$ cat config.mk
export PLATFORM = sky130hd
export DESIGN_NAME = stm_mode_switch
export DESIGN_NICKNAME = d
export VERILOG_FILES = /design/src/hdl/stm_pkg.sv /design/src/hdl/stm_sync.sv /design/src/hdl/stm_init_sel.sv /design/src/hdl/stm_mode_switch.sv
export SDC_FILE = /design/constraint.sdc
export NUM_CORES = 1
export LEC_CHECK = 0
export BUFFER_PORTS_ARGS = -buffer_cell sky130_fd_sc_hd__buf_2
export CORE_MARGIN = 2
export CORE_UTILIZATION = 43
export CTS_CLUSTER_SIZE = 30
export DETAILED_ROUTE_END_ITERATION = 7
export PLACE_DENSITY = 0.77
export SETUP_SLACK_MARGIN = 0.05
export SYNTH_ARGS = -nofsm -noshare
export SYNTH_HDL_FRONTEND = slang
export SYNTH_HIERARCHICAL = 1
export SYNTH_SLANG_ARGS = --single-unit
$ cat constraint.sdc
create_clock -name clk_i -period 6.9 [get_ports clk_i]
set_clock_uncertainty 0.05 [all_clocks]
set_input_delay 1.38 -clock clk_i [delete_from_list [all_inputs] [get_ports clk_i]]
set_output_delay 1.38 -clock clk_i [all_outputs]
set_load 0.1 [all_outputs]
$ cat src/hdl/stm_pkg.sv
// shared constants and types for the speed-torque mode switch
// assumes one control clock; codes match the user program's setting devices
package stm_pkg;

  // active control mode, encoded as reported in the status word
  typedef enum logic [1:0] {
    STM_POS  = 2'b00,
    STM_SPD  = 2'b01,
    STM_TRQ  = 2'b10,
    STM_CONT = 2'b11
  } stm_mode_e;

  localparam stm_mode_e MODE_RST = STM_POS;

  // mode setting device codes
  localparam logic [15:0] REQ_POS = 16'h0000;
  localparam logic [15:0] REQ_SPD = 16'h000a;
  localparam logic [15:0] REQ_TRQ = 16'h0014;
  localparam logic [15:0] REQ_CONT = 16'h001e;

  // minor error codes
  localparam logic [15:0] ERR_FLAG = 16'h0065;
  localparam logic [15:0] ERR_STOP = 16'h009c;
  localparam logic [15:0] ERR_POL = 16'h009a;
  localparam logic [15:0] ERR_RST = 16'h0000;

  // status word bit positions
  localparam int unsigned ZS_BIT = 3;
  localparam int unsigned MODE_LO = 2;
  localparam int unsigned MODE_HI = 3;

  // setting encodings
  localparam logic [1:0] SPD_SEL_CMD = 2'h0;
  localparam logic [1:0] SPD_SEL_FB = 2'h1;
  localparam logic [1:0] SPD_SEL_AUTO = 2'h2;
  localparam logic TRQ_SEL_CMD = 1'b0;
  localparam logic TRQ_SEL_FB = 1'b1;
  localparam logic ZCHK_ON = 1'b0;
  localparam logic ZCHK_OFF = 1'b1;
  localparam logic POL_VALID = 1'b0;

  // setting-device code to mode; valid flag in bit 2
  function automatic logic [2:0] stm_decode(input logic [15:0] code);
    logic [2:0] r;
    r = 3'h0;
    unique case (code)
      REQ_POS: r = {1'b1, STM_POS};
      REQ_SPD: r = {1'b1, STM_SPD};
      REQ_TRQ: r = {1'b1, STM_TRQ};
      REQ_CONT: r = {1'b1, STM_CONT};
      default: r = 3'h0;
    endcase
    return r;
  endfunction : stm_decode

endpackage : stm_pkg

$ cat src/hdl/stm_sync.sv
// two-flop synchroniser for levels arriving from pins
// assumes each bit is an independent slow level
`timescale 1ns/100ps
`default_nettype none
module stm_sync #(
  parameter int unsigned W = 1
) (
  // clock and reset
  input wire logic clk_i,
  input wire logic nrst_i,
  // levels
  input wire logic [W-1:0] d_i,
  output logic [W-1:0] q_o
);
  logic [W-1:0] s1_q;
  logic [W-1:0] s2_q;

  always_ff @(posedge clk_i or negedge nrst_i) begin
    if (!nrst_i) begin
      s1_q <= '0;
      s2_q <= '0;
    end else begin
      s1_q <= d_i;
      s2_q <= s1_q;
    end
  end

  assign q_o = s2_q;
endmodule : stm_sync
`default_nettype wire

$ cat src/hdl/stm_init_sel.sv
// initial speed and torque command at a mode switch
// purely combinational; the caller samples it in the switch cycle
`timescale 1ns/100ps
`default_nettype none
module stm_init_sel #(
  parameter int unsigned SPD_W = 32,
  parameter int unsigned TRQ_W = 16
) (
  // switch direction
  input wire stm_pkg::stm_mode_e from_i,
  input wire stm_pkg::stm_mode_e to_i,
  // settings
  input wire logic [1:0] spd_sel_i,
  input wire logic trq_sel_i,
  input wire logic pol_i,
  // present values
  input wire logic [SPD_W-1:0] spd_cur_i,
  input wire logic [SPD_W-1:0] fb_spd_i,
  input wire logic [TRQ_W-1:0] trq_dev_i,
  input wire logic [TRQ_W-1:0] fb_cur_i,
  // results
  output logic [SPD_W-1:0] spd_o,
  output logic [TRQ_W-1:0] trq_o,
  output logic err_pol_o
);
  wire into_trq = (to_i == stm_pkg::STM_TRQ) || (to_i == stm_pkg::STM_CONT);
  wire pol_clash = (trq_sel_i == stm_pkg::TRQ_SEL_FB) && (pol_i == stm_pkg::POL_VALID);
  wire fb_sel = spd_sel_i == stm_pkg::SPD_SEL_FB;
  wire [SPD_W-1:0] mag_fb = fb_spd_i[SPD_W-1] ? SPD_W'(-fb_spd_i) : fb_spd_i;
  wire [SPD_W-1:0] mag_cur = spd_cur_i[SPD_W-1] ? SPD_W'(-spd_cur_i) : spd_cur_i;
  wire [SPD_W-1:0] auto_spd = (mag_fb < mag_cur) ? fb_spd_i : spd_cur_i;
  wire [SPD_W-1:0] cont_spd = fb_sel ? fb_spd_i :
                              (spd_sel_i == stm_pkg::SPD_SEL_AUTO) ? auto_spd : spd_cur_i;
  wire [SPD_W-1:0] pos_spd = fb_sel ? fb_spd_i : '0;

  assign spd_o = (to_i == stm_pkg::STM_CONT) ? cont_spd :
                 (from_i == stm_pkg::STM_POS) ? pos_spd : fb_spd_i;

  assign trq_o = (trq_sel_i == stm_pkg::TRQ_SEL_FB && !pol_clash) ? fb_cur_i : trq_dev_i;
  assign err_pol_o = into_trq && pol_clash;
endmodule : stm_init_sel
`default_nettype wire

$ cat src/hdl/stm_mode_switch.sv
// per-axis control mode switch arbiter for speed-torque control
// assumes settings and data words are stable before a request edge
`timescale 1ns/100ps
`default_nettype none
module stm_mode_switch #(
  parameter int unsigned SPD_W = 32,
  parameter int unsigned TRQ_W = 16,
  parameter int unsigned POS_W = 32
) (
  // clock and reset
  input wire logic clk_i,
  input wire logic nrst_i,
  // switch request and settings
  input wire logic switch_req_i,
  input wire logic [15:0] mode_set_i,
  input wire logic zero_chk_off_i,
  input wire logic [1:0] spd_init_sel_i,
  input wire logic trq_init_sel_i,
  input wire logic torque_polarity_reflect_select_i,
  // servo amplifier feedback
  input wire logic [15:0] servo_state_word_two_i,
  input wire logic [SPD_W-1:0] fb_speed_i,
  input wire logic [TRQ_W-1:0] fb_current_i,
  // axis data
  input wire logic [TRQ_W-1:0] torque_dev_i,
  input wire logic [POS_W-1:0] feed_value_i,
  // positioning engine, same clock; press request is a pin level
  input wire logic pos_busy_i,
  input wire logic pos_launch_done_i,
  input wire logic pos_target_done_i,
  input wire logic pos_vel_ctrl_i,
  input wire logic press_req_i,
  // axis status
  output logic axis_start_accepted_o,
  output logic motion_launch_done_o,
  output logic motion_target_done_o,
  output logic velocity_mode_active_signal_o,
  output logic [15:0] servo_state_word_one_o,
  output logic press_reject_o,
  // minor error report
  output logic err_valid_o,
  output logic [15:0] err_code_o,
  // commands to the amplifier
  output logic cmd_load_o,
  output logic [SPD_W-1:0] speed_cmd_o,
  output logic [TRQ_W-1:0] torque_cmd_o,
  output logic [POS_W-1:0] pos_cmd_o
);
  logic [2:0] sync_w;
  logic req_prev_q;
  stm_pkg::stm_mode_e mode_q;
  stm_pkg::stm_mode_e mode_d;
  logic flag_q;
  logic launch_q;
  logic target_q;
  logic vel_q;
  logic reject_q;
  logic err_v_q;
  logic [15:0] err_c_q;
  logic load_q;
  logic [SPD_W-1:0] spd_q;
  logic [TRQ_W-1:0] trq_q;
  logic [POS_W-1:0] pos_q;
  logic [SPD_W-1:0] spd_init;
  logic [TRQ_W-1:0] trq_init;
  logic err_pol;

  // pin levels cross into the control clock
  stm_sync #(.W(3)) u_sync (
    .clk_i(clk_i),
    .nrst_i(nrst_i),
    .d_i({press_req_i, servo_state_word_two_i[stm_pkg::ZS_BIT], switch_req_i}),
    .q_o(sync_w)
  );

  wire req_s = sync_w[0];
  wire zero_spd_s = sync_w[1];
  wire press_s = sync_w[2];

  wire req_edge = req_s && !req_prev_q;
  // settings sampled as-is at the edge
  wire [2:0] dec = stm_pkg::stm_decode(mode_set_i);
  wire tgt_valid = dec[2];
  stm_pkg::stm_mode_e tgt;
  assign tgt = stm_pkg::stm_mode_e'(dec[1:0]);

  wire is_pos = mode_q == stm_pkg::STM_POS;
  wire stopped = zero_spd_s || (zero_chk_off_i == stm_pkg::ZCHK_OFF);
  wire same = tgt == mode_q;
  wire pos_leave = is_pos && (tgt == stm_pkg::STM_SPD || tgt == stm_pkg::STM_TRQ);
  wire to_pos = !is_pos && tgt == stm_pkg::STM_POS;
  // continuous entry has no stop check
  wire pos_cont = is_pos && tgt == stm_pkg::STM_CONT;
  wire blocked = (mode_q == stm_pkg::STM_TRQ && tgt == stm_pkg::STM_CONT) ||
                 (mode_q == stm_pkg::STM_CONT && tgt == stm_pkg::STM_TRQ);
  wire flag_err = (pos_leave || pos_cont) && flag_q;
  wire stop_err = ((pos_leave && !flag_q) || to_pos) && !stopped;
  wire err_cond = flag_err || stop_err || blocked;
  wire sw_go = req_edge && tgt_valid && !same && !err_cond;
  wire err_go = req_edge && tgt_valid && err_cond;
  wire [15:0] err_code = stop_err ? stm_pkg::ERR_STOP : stm_pkg::ERR_FLAG;

  assign mode_d = sw_go ? tgt : mode_q;

  stm_init_sel #(.SPD_W(SPD_W), .TRQ_W(TRQ_W)) u_init (
    .from_i(mode_q),
    .to_i(tgt),
    .spd_sel_i(spd_init_sel_i),
    .trq_sel_i(trq_init_sel_i),
    .pol_i(torque_polarity_reflect_select_i),
    .spd_cur_i(spd_q),
    .fb_spd_i(fb_speed_i),
    .trq_dev_i(torque_dev_i),
    .fb_cur_i(fb_current_i),
    .spd_o(spd_init),
    .trq_o(trq_init),
    .err_pol_o(err_pol)
  );

  wire load_spd = sw_go && (tgt == stm_pkg::STM_SPD || tgt == stm_pkg::STM_CONT);
  wire load_trq = sw_go && (tgt == stm_pkg::STM_TRQ || tgt == stm_pkg::STM_CONT);
  wire load_pos = sw_go && tgt == stm_pkg::STM_POS;

  always_ff @(posedge clk_i or negedge nrst_i) begin
    if (!nrst_i) begin
      req_prev_q <= 1'b0;
      mode_q <= stm_pkg::MODE_RST;
      flag_q <= 1'b0;
    end else begin
      req_prev_q <= req_s;
      mode_q <= mode_d;
      flag_q <= pos_busy_i || (mode_d != stm_pkg::STM_POS);
    end
  end

  // status outputs; done pulses are masked in the switch cycle
  always_ff @(posedge clk_i or negedge nrst_i) begin
    if (!nrst_i) begin
      launch_q <= 1'b0;
      target_q <= 1'b0;
      vel_q <= 1'b0;
      reject_q <= 1'b0;
    end else begin
      // no done pulse from a switch
      launch_q <= pos_launch_done_i && !sw_go;
      target_q <= pos_target_done_i && !sw_go;
      // velocity signal off in speed mode
      vel_q <= pos_vel_ctrl_i && mode_d == stm_pkg::STM_POS;
      reject_q <= press_s && mode_q == stm_pkg::STM_SPD;
    end
  end

  // error pulse; the code stays until the next error
  always_ff @(posedge clk_i or negedge nrst_i) begin
    if (!nrst_i) begin
      err_v_q <= 1'b0;
      err_c_q <= stm_pkg::ERR_RST;
    end else begin
      err_v_q <= err_go || (load_trq && err_pol);
      if (err_go) begin
        err_c_q <= err_code;
      end else if (load_trq && err_pol) begin
        err_c_q <= stm_pkg::ERR_POL;
      end
    end
  end

  always_ff @(posedge clk_i or negedge nrst_i) begin
    if (!nrst_i) begin
      load_q <= 1'b0;
      spd_q <= '0;
      trq_q <= '0;
      pos_q <= '0;
    end else begin
      load_q <= sw_go;
      if (load_spd) begin
        spd_q <= spd_init;
      end
      if (load_trq) begin
        trq_q <= trq_init;
      end
      if (load_pos) begin
        pos_q <= feed_value_i;
      end
    end
  end

  assign axis_start_accepted_o = flag_q;
  assign motion_launch_done_o = launch_q;
  assign motion_target_done_o = target_q;
  assign velocity_mode_active_signal_o = vel_q;
  assign servo_state_word_one_o = {12'h000, mode_q, 2'b00};
  assign press_reject_o = reject_q;
  assign err_valid_o = err_v_q;
  assign err_code_o = err_c_q;
  assign cmd_load_o = load_q;
  assign speed_cmd_o = spd_q;
  assign torque_cmd_o = trq_q;
  assign pos_cmd_o = pos_q;
endmodule : stm_mode_switch
`default_nettype wire

==> out/metrics.cfg <==
[run_status]
outcome = finished clean

[die]
initial_core_util_pct = 44.1
ioPinCount = 260
rows = 46
dieArea_sq_mm = 0.0173
coreArea_sq_mm = 0.0159
fp.dieH_um = 132
die_w_um = 132

[power]
clkPwrFrac_pct = 38.1
power_frac_comb_pct = 16.8
internal-power_uw = 916
pwr_density_cell_mw_per_mm2 = 154
vdd_drop_max_v = 0.000105
swShare_pct = 29.9
power_leakage_nw = 4.58
power_frac_seq_pct = 45.1
power_switching_uw = 392
total_power_mw = 1.31

[synth]
ys_types = 57
seq_area_frac_synth_pct = 35.7
postSynthCellCount = 664
synth-edff-count = 0
synth_common_cells = 100 x dfrtp_1, 64 x nand2_1, 59 x xnor2_1, 54 x mux2_2, 41 x inv_1
synthArstFlopShare_pct = 100
synth.most_common_cell = dfrtp_1
synth_area_per_cell_sq_um = 10.6
synthTopCellsByArea = dfrtp_1 36%, mux2_2 8.7%, mux2_4 7.5%
synth_ff_type = dfrtp_1
syn-cell-area_sq_mm = 0.00701
netlist.area_leader.share_pct = 35.7
yosys_warnings = 6
synth.largest_area_cell = dfrtp_1
synth_seq_cells = 100

[global_route]
gr-total-overflow = 0
top_usage_layer = met2
use_met2_pct = 37.0
grt_pass1_wl_um = 29300
grtUsageTotal_pct = 21.0
grt_pass1_vias = 5855
antenna_found_initial = 1
met3_usage_pct = 4.51
grt_util_met1_pct = 25.2
grt_max_degree = 57

[detailed_routing]
wl_per_cell_um = 16.5
vias = 5668
drt_iter0_markers = 217
ant_nets = 0
firstDrtPassIters = 4
drt_wl_total_um = 18100
viasPerCell = 5.17
drcViolationCount = 0

[critical_path]
r2r_end = speed_cmd_o[7]$_DFFE_PN0P_
cp-end-kind = register
path_max_fanout = 24
reg2reg_slack_ps = 1510
crit_type = input pin to register
required_ps = 7090
critical_path.startpoint_type = input pin
reg2reg_from = speed_cmd_o[9]$_DFFE_PN0P_
critPathArrivalTime_ps = 6230
ff2ff_path_depth = 14

[final_layout]
area_delta_synth_final_pct = 21.3
area.sequential_sq_mm = 0.00250
nFillCells = 1466
multi_input_area_sq_mm = 0.00413
drive_gt1_share_pct = 40.5
nets = 1052

[sta]
fmax_ghz = 0.166
setup-violations-final = 0
relSlewSlack_pct = 45.2
hold_viol_final = 0
finalSetupTns_ps = 0
rsz0062_at_grt = false
fin_hold_ws_ps = 303
fin_crit_ps = 6040
period_share_pct = 87.5
worstMarginPinSlew_ps = 822
slew_violations = 0

[clock_tree]
clock_sinks = 100
insertion_delay_ps = 350
clkTransAtPathRegs_ps = 80
cts_tree = built
clock-root-buffer = clkbuf_16
cts_resized = 0
cts_inserted_buffers = 9
clockBufferDepth = 2
ctsHoldBuffers = 0
htree_levels = 3
post-cts-setup-buffers = 0

[min_path]
whs_endpoint = u_sync/q_o[2]$_DFF_PN0_
holdCritPathClass = register to register
min_from = u_sync/s1_q[2]$_DFF_PN0_
whs_path_depth = 0

[placement]
dp_hpwl_um = 13500
numPortBuffers = 222
gp_congestion = 0.778

[flow_run]
cap_violations = 0

kinds of logic (layout without fill, tap and decap cells):
group,count (synthesis),in the layout,synth area share (%)
fa+ha+maj,36,36,6.43
mux,130,130,22.2
xor+xnor,60,60,7.50
buf+inv,90,284,6.80
flops,100,100,35.7
compound gates,98,98,10.0
simple gates,149,149,11.3
other cells,1,23,0.0535
cell type report:
cell class | count | share of cell area [%]
clock inverter | 6 | 0.662
inverter | 41 | 1.81
tap | 216 | 3.18
clock buffer | 9 | 2.65
antenna | 1 | 0.0294
sequential | 100 | 29.4
multi-input combinational | 495 | 48.6
timing repair buffer | 228 | 13.6
cells in the final DEF (no fill, tap or decap), types with 20 or more instances in the layout:
master   count
buf_2      221
dfrtp_1    100
nand2_1     64
xnor2_1     59
mux2_2      54
inv_1       41
ha_1        36
mux2_4      35
mux2i_1     33
o21ai_0     25
conb_1      22
o31ai_1     20
routing by layer:
layer | wire length (um) | vias up
met4 | 352 | 0
met1 | 7610 | 2707
met3 | 1170 | 23
li1 | - | 2744
met2 | 8950 | 194
met5 | 0 | -
worst max path at each step:
stage                              from  cells past startpoint                     endpoint
final                     fb_speed_i[5]                     16   speed_cmd_o[7]$_DFFE_PN0P_
after floorplan           fb_speed_i[5]                     15   speed_cmd_o[7]$_DFFE_PN0P_
after detailed placement  fb_speed_i[5]                     16   speed_cmd_o[7]$_DFFE_PN0P_
after global placement    fb_speed_i[5]                     16   speed_cmd_o[7]$_DFFE_PN0P_
after CTS                 fb_speed_i[5]                     16   speed_cmd_o[7]$_DFFE_PN0P_
after global routing      fb_speed_i[1]                     18  speed_cmd_o[16]$_DFFE_PN0P_
registers in the layout, indices dropped and copies added, names as in the netlist, 2 cells and up:
signal	count
u_sync/q_o	3
speed_cmd_o	32
pos_cmd_o	32
u_sync/s1_q	3
torque_cmd_o	16
mode_q	2
err_code_o	4
worst max-delay path, cell delays in order:
cell and delay, ps:
buf_2 130, or4_4 550, or3_4 420, or3_4 370, or4_4 540, o31ai_2 250, xnor2_1 100, ha_1 320
nand4_1 160, nor4_1 560, a221oi_1 180, a21oi_1 250, a31oi_4 130, buf_4 370, mux2i_1 170, mux2_1 310
power by group through the flow:
stage | Clock, mW | Sequential, mW | Combinational, mW
6_report | 0.499 | 0.589 | 0.220
5_1_grt | 0.535 | 0.589 | 0.243
4_1_cts | 0.514 | 0.589 | 0.221
3_5_place_dp | 0 | 0.601 | 0.220
3_3_place_gp | 0 | 0.601 | 0.215
2_1_floorplan | 0 | 0.606 | 0.147
through the flow:
step                instances  instance area, sq um  setup WS [ps]  util (%)
finish                   1096                  8500            864      53.5
global route             1096                  8500            584      53.5
CTS                      1095                  8500            871      53.5
detailed placement       1080                  8220            489      51.7
global placement         1080                  8220            539      51.7
floorplan                 685                  7090           1110         -
Note: power is estimated with default switching activity, not from simulation.
